File: config.mk
export PLATFORM = sky130hd
export DESIGN_NAME = ulc_uart_line_config
export DESIGN_NICKNAME = d
export VERILOG_FILES = /design/src/hw/ulc_pkg.sv /design/src/hw/ulc_uart_line_config.sv /design/src/hw/ulc_baud_gen.sv /design/src/hw/ulc_noise_filter.sv
export SDC_FILE = /design/constraint.sdc
export NUM_CORES = 1
export LEC_CHECK = 0
export BUFFER_PORTS_ARGS = -buffer_cell sky130_fd_sc_hd__buf_2
export CORE_UTILIZATION = 55
export DETAILED_ROUTE_END_ITERATION = 12
export PLACE_DENSITY = 0.76
export SYNTH_ARGS = -nofsm -noshare
export SYNTH_HDL_FRONTEND = slang
export SYNTH_SLANG_ARGS = --single-unit
File: constraint.sdc
create_clock -name CLK -period 2.6 [get_ports CLK]
set_clock_uncertainty 0.2 [all_clocks]
set_input_delay 0.13 -clock CLK [delete_from_list [all_inputs] [get_ports CLK]]
set_output_delay 0.13 -clock CLK [all_outputs]
set_load 0.005 [all_outputs]
File: src/hw/ulc_pkg.sv
package ulc_pkg;

   // ==========================================================
   // Register map
   localparam logic [11:0] ULC_LINE_CTRL_ADDR = 12'hF95;
   localparam logic [11:0] ULC_RX_OPT_ADDR = 12'hF96;
   localparam logic [11:0] ULC_DATA_ADDR = 12'hF97;
   localparam logic [11:0] ULC_IRQ_STAT_ADDR = 12'hF98;
   localparam logic [11:0] ULC_IRQ_MASK_ADDR = 12'hF99;
   localparam logic [7:0] ULC_LINE_CTRL_RST = 8'h00;
   localparam logic [2:0] ULC_RX_OPT_RST = 3'h0;
   localparam logic [2:0] ULC_IRQ_RST = 3'h0;

   // ==========================================================
   // Interrupt status bit positions
   localparam int ULC_IRQ_TX_EMPTY = 0;
   localparam int ULC_IRQ_RX_FULL = 1;
   localparam int ULC_IRQ_RX_ERR = 2;

   // ==========================================================
   // Timing: divider figures and filter windows in fc periods, oversampling points in transfer clock ticks
   localparam logic [3:0] ULC_LAST_TICK = 4'hF;
   localparam logic [3:0] ULC_SAMPLE_A = 4'h7;
   localparam logic [3:0] ULC_SAMPLE_B = 4'h8;
   localparam logic [3:0] ULC_SAMPLE_C = 4'h9;
   localparam logic [2:0] ULC_LAST_DATA_BIT = 3'h7;
   localparam logic [2:0] ULC_SEL_TIMER = 3'h6;
   localparam logic [8:0] ULC_DIV_0 = 9'h00D;
   localparam logic [8:0] ULC_DIV_1 = 9'h01A;
   localparam logic [8:0] ULC_DIV_2 = 9'h034;
   localparam logic [8:0] ULC_DIV_3 = 9'h068;
   localparam logic [8:0] ULC_DIV_4 = 9'h0D0;
   localparam logic [8:0] ULC_DIV_5 = 9'h1A0;
   localparam logic [8:0] ULC_DIV_7 = 9'h060;
   localparam logic [6:0] ULC_FILT_1 = 7'h1F;
   localparam logic [6:0] ULC_FILT_2 = 7'h3F;
   localparam logic [6:0] ULC_FILT_3 = 7'h7F;

   // ==========================================================
   // Types
   typedef struct packed {
      logic transmit_enable;
      logic receive_enable;
      logic transmit_stop_length;
      logic parity_even;
      logic parity_enable;
      logic [2:0] clock_select;
   } ulc_line_ctrl_t;

   typedef struct packed {
      logic [1:0] receive_noise_filter;
      logic receive_stop_length;
   } ulc_rx_opt_t;

   typedef struct packed {
      logic [11:0] addr;
      logic [7:0] wdata;
      logic wr;
      logic rd;
   } ulc_bus_req_t;

   typedef enum logic [4:0] {
      ULC_TX_IDLE = 5'h01,
      ULC_TX_START = 5'h02,
      ULC_TX_DATA = 5'h04,
      ULC_TX_PAR = 5'h08,
      ULC_TX_STOP = 5'h10
   } ulc_tx_state_t;

   typedef enum logic [4:0] {
      ULC_RX_IDLE = 5'h01,
      ULC_RX_START = 5'h02,
      ULC_RX_DATA = 5'h04,
      ULC_RX_PAR = 5'h08,
      ULC_RX_STOP = 5'h10
   } ulc_rx_state_t;

endpackage

File: src/hw/ulc_uart_line_config.sv
// Implementation choice: strobed register access.
`timescale 1ns/10ps
module ulc_uart_line_config
   import ulc_pkg::*;
(
   // Clock and reset
   input wire logic CLK,
   input wire logic RST_B,
   // Register port
   input wire logic [11:0] ADDR,
   input wire logic [7:0] WDATA,
   input wire logic WR,
   input wire logic RD,
   output logic [7:0] RDATA,
   // Serial line
   input wire logic SERIAL_IN_PIN,
   output logic SERIAL_OUT_PIN,
   // Auxiliary baud timer match pulse
   input wire logic AUX_TIMER_MATCH_EVENT,
   // Interrupt
   output logic IRQ
);

   typedef struct packed {
      ulc_line_ctrl_t ctrl;
      ulc_rx_opt_t ropt;
      logic [7:0] tbuf;
      logic tfull;
      ulc_tx_state_t tst;
      logic [3:0] tph;
      logic [2:0] tbit;
      logic [7:0] tsh;
      logic tpar;
      logic tsec;
      logic tout;
      ulc_rx_state_t rst;
      logic [3:0] rph;
      logic [2:0] rbit;
      logic [7:0] rsh;
      logic rs7;
      logic rs8;
      logic rv;
      logic rpe;
      logic rfe;
      logic rsec;
      logic [7:0] rbuf;
      logic rbfl;
      logic perr;
      logic ferr;
      logic oerr;
      logic armed;
      logic [2:0] ist;
      logic [2:0] imask;
      logic [7:0] rdata;
   } ulc_state_t;

   ulc_state_t s_r, s_nxt;
   ulc_bus_req_t req;
   logic tick, rxi, tx_end, rx_end;
   logic [7:0] stat;

   assign req = '{addr: ADDR, wdata: WDATA, wr: WR, rd: RD};

   // ==========================================================
   // Transfer clock and receive input cleaning
   ulc_baud_gen u_baud (
      .clk(CLK),
      .rst_b(RST_B),
      .sel(s_r.ctrl.clock_select),
      .aux_evt(AUX_TIMER_MATCH_EVENT),
      .tick(tick)
   );

   ulc_noise_filter u_filt (
      .clk(CLK),
      .rst_b(RST_B),
      .pin(SERIAL_IN_PIN),
      .mode(s_r.ropt.receive_noise_filter),
      .level(rxi)
   );

   // Each bit lasts sixteen transfer clock ticks.
   assign tx_end = tick && (s_r.tph == ULC_LAST_TICK);
   assign rx_end = tick && (s_r.rph == ULC_LAST_TICK);

   // Status: parity, framing, overrun, receive full, transmit end, buffer empty.
   assign stat = {s_r.perr, s_r.ferr, s_r.oerr, s_r.rbfl,
                  (s_r.tst == ULC_TX_IDLE) && !s_r.tfull, !s_r.tfull, 2'b00};

   // ==========================================================
   // Next-state logic for the whole block.
   always_comb
   begin
      s_nxt = s_r;

      // Register writes.
      if (req.wr)
      begin
         case (req.addr)
            ULC_LINE_CTRL_ADDR:
            begin
               s_nxt.ctrl = ulc_line_ctrl_t'(req.wdata);
               if (req.wdata[7] && !s_r.ctrl.transmit_enable)
               begin
                  s_nxt.tfull = 1'b0;
               end
            end
            ULC_RX_OPT_ADDR: s_nxt.ropt = ulc_rx_opt_t'(req.wdata[2:0]);
            ULC_DATA_ADDR:
            begin
               // Writes while disabled are dropped so old data cannot leak out later.
               if (s_r.ctrl.transmit_enable)
               begin
                  s_nxt.tbuf = req.wdata;
                  s_nxt.tfull = 1'b1;
               end
            end
            ULC_IRQ_STAT_ADDR: s_nxt.ist = s_r.ist & ~req.wdata[2:0];
            ULC_IRQ_MASK_ADDR: s_nxt.imask = req.wdata[2:0];
            default: ;
         endcase
      end

      // Register reads; a status read arms the flag clear done by a data read.
      s_nxt.rdata = 8'h00;
      if (req.rd)
      begin
         case (req.addr)
            ULC_LINE_CTRL_ADDR:
            begin
               s_nxt.rdata = stat;
               s_nxt.armed = 1'b1;
            end
            ULC_DATA_ADDR:
            begin
               s_nxt.rdata = s_r.rbuf;
               if (s_r.armed)
               begin
                  s_nxt.armed = 1'b0;
                  s_nxt.rbfl = 1'b0;
                  s_nxt.perr = 1'b0;
                  s_nxt.ferr = 1'b0;
                  s_nxt.oerr = 1'b0;
               end
            end
            ULC_IRQ_STAT_ADDR: s_nxt.rdata = {5'h00, s_r.ist};
            ULC_IRQ_MASK_ADDR: s_nxt.rdata = {5'h00, s_r.imask};
            default: ;
         endcase
      end

      // Transmitter. A new frame starts only while enabled, so a clear lets
      // the running frame finish.
      if (tick && (s_r.tst != ULC_TX_IDLE))
      begin
         s_nxt.tph = s_r.tph + 4'h1;
      end
      case (s_r.tst)
         ULC_TX_IDLE:
         begin
            s_nxt.tout = 1'b1;
            if (s_r.ctrl.transmit_enable && s_r.tfull)
            begin
               s_nxt.tsh = s_r.tbuf;
               s_nxt.tfull = s_nxt.tfull && req.wr && (req.addr == ULC_DATA_ADDR);
               s_nxt.tpar = ^s_r.tbuf ^ ~s_r.ctrl.parity_even;
               s_nxt.tph = 4'h0;
               s_nxt.tsec = 1'b0;
               s_nxt.tout = 1'b0;
               s_nxt.tst = ULC_TX_START;
               s_nxt.ist[ULC_IRQ_TX_EMPTY] = 1'b1;
            end
         end
         ULC_TX_START:
         begin
            if (tx_end)
            begin
               s_nxt.tbit = 3'h0;
               s_nxt.tout = s_r.tsh[0];
               s_nxt.tst = ULC_TX_DATA;
            end
         end
         ULC_TX_DATA:
         begin
            if (tx_end)
            begin
               s_nxt.tsh = {1'b0, s_r.tsh[7:1]};
               s_nxt.tbit = s_r.tbit + 3'h1;
               s_nxt.tout = s_r.tsh[1];
               if (s_r.tbit == ULC_LAST_DATA_BIT)
               begin
                  s_nxt.tout = s_r.ctrl.parity_enable ? s_r.tpar : 1'b1;
                  s_nxt.tst = s_r.ctrl.parity_enable ? ULC_TX_PAR : ULC_TX_STOP;
               end
            end
         end
         ULC_TX_PAR:
         begin
            if (tx_end)
            begin
               s_nxt.tout = 1'b1;
               s_nxt.tst = ULC_TX_STOP;
            end
         end
         ULC_TX_STOP:
         begin
            if (tx_end)
            begin
               if (s_r.ctrl.transmit_stop_length && !s_r.tsec)
               begin
                  s_nxt.tsec = 1'b1;
               end
               else
               begin
                  s_nxt.tst = ULC_TX_IDLE;
               end
            end
         end
         default: s_nxt.tst = ULC_TX_IDLE;
      endcase

      // Receiver: majority of ticks 7, 8 and 9, acted on at tick 15.
      if (tick && (s_r.rst != ULC_RX_IDLE))
      begin
         s_nxt.rph = s_r.rph + 4'h1;
         if (s_r.rph == ULC_SAMPLE_A)
         begin
            s_nxt.rs7 = rxi;
         end
         if (s_r.rph == ULC_SAMPLE_B)
         begin
            s_nxt.rs8 = rxi;
         end
         if (s_r.rph == ULC_SAMPLE_C)
         begin
            s_nxt.rv = (s_r.rs7 & s_r.rs8) | (s_r.rs7 & rxi) | (s_r.rs8 & rxi);
         end
      end
      case (s_r.rst)
         ULC_RX_IDLE:
         begin
            // A pending overrun holds the receiver off until software clears it.
            if (tick && !rxi && s_r.ctrl.receive_enable && !s_r.oerr)
            begin
               s_nxt.rph = 4'h1;
               s_nxt.rpe = 1'b0;
               s_nxt.rfe = 1'b0;
               s_nxt.rsec = 1'b0;
               s_nxt.rst = ULC_RX_START;
            end
         end
         ULC_RX_START:
         begin
            if (rx_end)
            begin
               s_nxt.rbit = 3'h0;
               s_nxt.rst = s_r.rv ? ULC_RX_IDLE : ULC_RX_DATA;
            end
         end
         ULC_RX_DATA:
         begin
            if (rx_end)
            begin
               s_nxt.rsh = {s_r.rv, s_r.rsh[7:1]};
               s_nxt.rbit = s_r.rbit + 3'h1;
               if (s_r.rbit == ULC_LAST_DATA_BIT)
               begin
                  s_nxt.rst = s_r.ctrl.parity_enable ? ULC_RX_PAR : ULC_RX_STOP;
               end
            end
         end
         ULC_RX_PAR:
         begin
            if (rx_end)
            begin
               s_nxt.rpe = s_r.rv != (^s_r.rsh ^ ~s_r.ctrl.parity_even);
               s_nxt.rst = ULC_RX_STOP;
            end
         end
         ULC_RX_STOP:
         begin
            if (rx_end)
            begin
               s_nxt.rfe = s_r.rfe | ~s_r.rv;
               if (s_r.ropt.receive_stop_length && !s_r.rsec)
               begin
                  s_nxt.rsec = 1'b1;
               end
               else
               begin
                  // Flag sets come after the read clear, so a set wins.
                  s_nxt.rst = ULC_RX_IDLE;
                  if (s_r.rbfl)
                  begin
                     s_nxt.oerr = 1'b1;
                     s_nxt.ist[ULC_IRQ_RX_ERR] = 1'b1;
                  end
                  else
                  begin
                     s_nxt.rbuf = s_r.rsh;
                     s_nxt.rbfl = 1'b1;
                     s_nxt.perr = s_nxt.perr | s_r.rpe;
                     s_nxt.ferr = s_nxt.ferr | s_nxt.rfe;
                     s_nxt.ist[ULC_IRQ_RX_FULL] = 1'b1;
                     s_nxt.ist[ULC_IRQ_RX_ERR] = s_nxt.ist[ULC_IRQ_RX_ERR] | s_r.rpe
                                                 | s_nxt.rfe;
                  end
               end
            end
         end
         default: s_nxt.rst = ULC_RX_IDLE;
      endcase
   end

   // ==========================================================
   // State register.
   always_ff @(posedge CLK or negedge RST_B)
   begin
      if (!RST_B)
      begin
         s_r <= '0;
         s_r.ctrl <= ulc_line_ctrl_t'(ULC_LINE_CTRL_RST);
         s_r.ropt <= ulc_rx_opt_t'(ULC_RX_OPT_RST);
         s_r.ist <= ULC_IRQ_RST;
         s_r.imask <= ULC_IRQ_RST;
         s_r.tst <= ULC_TX_IDLE;
         s_r.rst <= ULC_RX_IDLE;
         s_r.tout <= 1'b1;
      end
      else
      begin
         s_r <= s_nxt;
      end
   end

   // ==========================================================
   // Outputs.
   assign RDATA = s_r.rdata;
   assign SERIAL_OUT_PIN = s_r.tout;
   assign IRQ = |(s_r.ist & s_r.imask);

endmodule

File: src/hw/ulc_baud_gen.sv
`timescale 1ns/10ps
module ulc_baud_gen
   import ulc_pkg::*;
(
   // Clock and reset
   input wire logic clk,
   input wire logic rst_b,
   // Selection and timer events
   input wire logic [2:0] sel,
   input wire logic aux_evt,
   // Sixteen-times transfer clock tick
   output logic tick
);

   // ==========================================================
   // Divider lookup
   function automatic logic [8:0] div_of(input logic [2:0] code);
      case (code)
         3'h0: div_of = ULC_DIV_0;
         3'h1: div_of = ULC_DIV_1;
         3'h2: div_of = ULC_DIV_2;
         3'h3: div_of = ULC_DIV_3;
         3'h4: div_of = ULC_DIV_4;
         3'h5: div_of = ULC_DIV_5;
         default: div_of = ULC_DIV_7;
      endcase
   endfunction

   logic [8:0] cnt_r, cnt_nxt;
   logic [2:0] sel_r, sel_nxt;
   logic tick_r, tick_nxt;

   // ==========================================================
   // Count fc periods; a select change restarts the count cleanly.
   always_comb
   begin
      sel_nxt = sel;
      cnt_nxt = cnt_r + 9'h001;
      tick_nxt = 1'b0;
      if (sel != sel_r)
      begin
         cnt_nxt = 9'h000;
      end
      else if (sel == ULC_SEL_TIMER)
      begin
         cnt_nxt = 9'h000;
         tick_nxt = aux_evt;
      end
      else if (cnt_r == div_of(sel) - 9'h001)
      begin
         cnt_nxt = 9'h000;
         tick_nxt = 1'b1;
      end
   end

   always_ff @(posedge clk or negedge rst_b)
   begin
      if (!rst_b)
      begin
         cnt_r <= 9'h000;
         sel_r <= 3'h0;
         tick_r <= 1'b0;
      end
      else
      begin
         cnt_r <= cnt_nxt;
         sel_r <= sel_nxt;
         tick_r <= tick_nxt;
      end
   end

   assign tick = tick_r;

endmodule

File: src/hw/ulc_noise_filter.sv
`timescale 1ns/10ps
module ulc_noise_filter
   import ulc_pkg::*;
(
   // Clock and reset
   input wire logic clk,
   input wire logic rst_b,
   // Pin and filter mode
   input wire logic pin,
   input wire logic [1:0] mode,
   // Cleaned level
   output logic level
);

   logic s1_r, s2_r, lvl_r, lvl_nxt;
   logic [6:0] cnt_r, cnt_nxt, thr;

   // ==========================================================
   // Synchroniser: the first stage feeds only the second.
   always_ff @(posedge clk or negedge rst_b)
   begin
      if (!rst_b)
      begin
         s1_r <= 1'b1;
         s2_r <= 1'b1;
      end
      else
      begin
         s1_r <= pin;
         s2_r <= s1_r;
      end
   end

   // ==========================================================
   // A new level is taken once it has stood for the whole window, so
   // short glitches vanish and long pulses always pass.
   always_comb
   begin
      case (mode)
         2'h1: thr = ULC_FILT_1;
         2'h2: thr = ULC_FILT_2;
         default: thr = ULC_FILT_3;
      endcase
      lvl_nxt = lvl_r;
      cnt_nxt = 7'h00;
      if (mode == 2'h0)
      begin
         lvl_nxt = s2_r;
      end
      else if (s2_r != lvl_r)
      begin
         cnt_nxt = cnt_r + 7'h01;
         if (cnt_nxt >= thr)
         begin
            lvl_nxt = s2_r;
            cnt_nxt = 7'h00;
         end
      end
   end

   always_ff @(posedge clk or negedge rst_b)
   begin
      if (!rst_b)
      begin
         lvl_r <= 1'b1;
         cnt_r <= 7'h00;
      end
      else
      begin
         lvl_r <= lvl_nxt;
         cnt_r <= cnt_nxt;
      end
   end

   assign level = lvl_r;

endmodule

==> qor_table.md <==
| Stage | Metric | This run |
| --- | --- | --- |
| critical path | Crit path buf inv count | 0 |
| timing | Hold violation count in the final report | 0 |
| cts | Number of buffers added by the clock tree synthesis step | 17 |
| floorplanning | Number of placement rows | 37 |
| power | Share of power burned in the clock network | 0.492 |
| power | Design internal power | 3.787 mW |
| power | Post-route total power | 5.034 mW |
| layout | Fill count | 727 |
| critical path | Highest cell delay on the worst timing path | 0.44 ns |
| critical path | Peak fanout along the critical path | 9 |
| global routing | Leftover overflow at the end of global routing | 0 |
| routing | Drt wl/cell | 17.39 microns |
| timing | Slack of the critical path | 0.09577 ns |
| global routing | Pin count of the biggest net entering global routing | 46 |
| critical path | CP endpoint kind | register |
| cts | Clock insertion delay at the later pin of the skew report | 0.52 ns |
| power | P_leak | 3.518 nW |
| job | Max-Cap Viols | 0 |
| routing | Remaining number of nets flagged by the antenna check after routing | 0 |
| yosys | Number of synthesized flops with an enable pin | 0 |
| critical path | Crit path DAT | 2.75 ns |
| yosys | Most frequent cells after synthesis | dfrtp_1, nand2_1, nor2_1 |
| yosys | Count of warnings emitted by yosys | 0 |
| timing | Highest clock rate | 399.3 MHz |
| placement | Final Wtd Congestion | 0.8588 |
| timing | Setup-violating endpoint count in the final report | 0 |
| floorplanning | Horizontal die dimension | 106.5 microns |
| global routing | Global-route wire length before repair | 22,950 microns |
| floorplanning | Die Area | 11,350 sq um |
| power | Switching power share of the total | 0.2477 |
| critical path | Worst Setup Path Type | reg -> reg |
| power | Peak supply drop | 0.4382 mV |
| routing | Detailed Route Iter0 Violations | 305 |
| power | Seq pwr share | 0.403 |
| routing | Count of vias placed by the detailed router | 4,659 |
| yosys | Top cell type's share of synthesized area | 0.4705 |
| yosys | Top cells by area, synth | dfrtp_1, mux2_1, ha_1 |
| yosys | Dominant cell type by area after synthesis | dfrtp_1 |
| global routing | Global Route Usage Sum | 0.2630 |
| floorplanning | Num ports | 36 |
| global routing | Antenna violations before repair | 0 |
| yosys | Fraction of the yosys area taken by sequential cells | 0.4968 |
| layout | Nets@finish | 682 |
| run status | Status | complete, no violations |
| yosys | Netlist area before placement | 6010 sq um |
| yosys | Top_reg_cell synth | dfrtp_1 |
| power | Power density relative to cell area | 685.7 nW/um^2 |
| critical path | FF-to-FF End | u_baud.tick$_DFF_PN0_ |
| hold path | Type of the worst min-delay path | in -> reg |
| yosys | Syn avg cell area | 10.71 sq um |
| yosys | Share of synthesized registers carrying an async set or reset | 1.000 |
| timing | Final count of pins violating max slew | 0 |
| critical path | Kind of launch point of the worst setup path | register |
| routing | DR pass1 iterations | 6 |
| yosys | Library cell with the highest instance count after synthesis | dfrtp_1 |
| cts | Clock transition at the registers of the reported paths | 0.06 ns |
| cts | Buffer cell driving the clock tree root | clkbuf_8 |
| yosys | Number of distinct standard cells referenced by the synthesized netlist | 74 |
| floorplanning | Total core area | 10,460 sq um |
| timing | Share of the cycle needed by the critical path after routing | 0.9632 |
| critical path | Launching point of the worst reg2reg path | s_r[90]$_DFFE_PN0P_ |
| critical path | Launching element of the worst setup path | s_r[90]$_DFFE_PN0P_ |
| layout | Area taken by flip-flops and latches | 2985 sq um |
| floorplanning | Effective utilization at floorplan | 0.5744 |
| placement | Hpwl dp | 8884 microns |
| layout | Synthesis-to-layout area growth | 22.17% |
| critical path | R2R cell count | 7 |
| critical path | Critical path depth in cells | 7 |
| power | Combinational share of power | 0.104 |
| critical path | Chain of cells forming the critical path | or3_1, ha_1, xnor2_1, or3_1, a31o_2, a21oi_4, and3_1 |
| cts | Clock Sinks | 119 |
| yosys | Post-synthesis sequential element count | 119 |
| routing | Final routed DRC violation total | 0 |
| cts | Depth of the CTS H-tree | 4 |
| routing | Wire length after detailed routing | 13,720 microns |
| power | Power dissipated by switching net loads | 1.247 mW |
| critical path | Critical path data required time | 2.85 ns |
| cts | CTS max path bufs | 2 |
| critical path | Worst path slowest cell | dfrtp_1 |
| critical path | Worst setup path endpoint | u_baud.tick$_DFF_PN0_ |
| timing | Fin Setup TNS | 0 ns |
| yosys | Syn Inst Count | 561 |
| floorplanning | Die outline height | 106.5 microns |
| critical path | Cell family with most CP delay | simple AND/OR/NAND/NOR gates |
| timing | Post-route minimum period | 2.504 ns |
| routing | Per-cell via count in the routed design | 5.905 |
| placement | # port buffers | 35 |
| global routing | Vias in the first global route | 4,769 |
| timing | Normalized max-slew margin | 0.5866 |
| layout | Combined area of the multi-input logic cells | 2868 sq um |
| cts | TritonCTS clock tree | done |
| yosys | Net count after synthesis | 603 |
| layout | Fraction of final layout cells sized beyond drive strength 1 | 0.1792 |
| critical path | Most repeated library cell on the critical path | or3_1 |
| timing | Tightest Pin Transition | 0.6167 ns |
| timing | Hold_ws | 0.05048 ns |
| critical path | Internal reg-to-reg setup slack | 0.1 ns |
| placement | Setup slack after placement | 0.06387 ns |
| layout | Count of inserted antenna diode cells | 0 |
cell type report:
cell class,instances,share of cell area
Multi-Input combinational cell,405,0.3906
Clock buffer,19,0.06016
Sequential cell,119,0.4066
Timing Repair Buffer,81,0.08521
Clock inverter,13,0.02607
Tap cell,136,0.02318
Inverter,16,0.008180
worst min-delay path by stage:
stage,start,endpoint,slack (ns),depth (start not counted)
floorplan,RST_B,RDATA[0]$_DFF_PN0_,-0.37,0
global placement,RST_B,s_r[73]$_DFFE_PN0P_,-0.01,1
detailed placement,RST_B,s_r[73]$_DFFE_PN0P_,-0.0003,1
CTS,ADDR[10],RDATA[5]$_DFF_PN0_,0.002,5
global route,SERIAL_IN_PIN,u_filt.s1_r$_DFF_PN1_,0.06,2
finish,ADDR[4],RDATA[5]$_DFF_PN0_,0.05,5
worst reg2reg max path, stage by stage, from the launching register on:
cell	delay, ns
dfrtp_1	0.44
or3_1	0.39
ha_1	0.26
xnor2_1	0.15
or3_1	0.31
a31o_2	0.29
a21oi_4	0.22
and3_1	0.18
flip-flops by register name, indices dropped and copies added, names as in the netlist:
register and cells:
u_baud.tick 1, u_filt.s2_r 1, s_r 87, RDATA 8
u_filt.s1_r 1, u_filt.level 1, u_baud.cnt_r 9, SERIAL_OUT_PIN 1
u_filt.cnt_r 7, u_baud.sel_r 3
cell usage in the layout, fill, tap and decap left out, types with 10 or more instances in the layout:
cell type	netlist	routed
nand3_1	26	26
mux2_1	29	29
inv_1	15	15
a22o_1	10	10
ha_1	16	16
nor2_1	47	47
xor2_1	20	20
xnor2_1	20	20
clkbuf_16	0	16
o21ai_0	21	21
nand2_1	47	47
a21oi_1	20	20
buf_2	5	34
dlygate4sd3_1	0	27
dfrtp_1	113	113
buf_4	8	16
power groups by stage:
stage	sequential, mW	clock, mW	combinational, mW
5_1_grt	2.04	2.60	0.591
2_1_floorplan	2.02	0	0.318
3_3_place_gp	2.05	0	0.434
4_1_cts	2.03	2.51	0.490
6_report	2.03	2.48	0.526
3_5_place_dp	2.06	0	0.455
timing repair:
action,4_1_cts,5_1_grt
buffers inserted,0,5
gates resized for setup,0,6
hold buffers,30,0
hold endpoints to repair,159,0
setup endpoints to repair,0,12
layer usage:
layer / GRT usage / share of wire / vias to the layer above
li1: - / - / 2170
met3: 0.06193 / 0.047 / 36
met4: 0.1155 / 0.026 / 0
met2: 0.4420 / 0.50 / 139
met5: 0 / 0 / -
met1: 0.3232 / 0.43 / 2314
logic make-up (layout without fill, tap and decap cells):
| family | Yosys count | in the layout | synth area share |
|---|---|---|---|
| multiplexers | 45 | 45 | 0.08370 |
| XOR/XNOR | 40 | 40 | 0.05830 |
| flip-flops | 119 | 119 | 0.4968 |
| AND/OR/NAND/NOR | 194 | 194 | 0.1728 |
| AO/OA/AOI/OAI | 109 | 110 | 0.1241 |
| buffers and inverters | 38 | 129 | 0.03102 |
| adder cells (fa/ha/maj) | 16 | 16 | 0.03331 |
per-stage QoR:
stage                     cells    util  instance area, sq um
final                       789  0.7017                  7342
after floorplan             561       -                  6010
after CTS                   783  0.6948                  7269
after detailed placement    721  0.6046                  6326
after global placement      721  0.6046                  6326
after global routing        789  0.7017                  7342
Power figures use the tool's default switching activity.
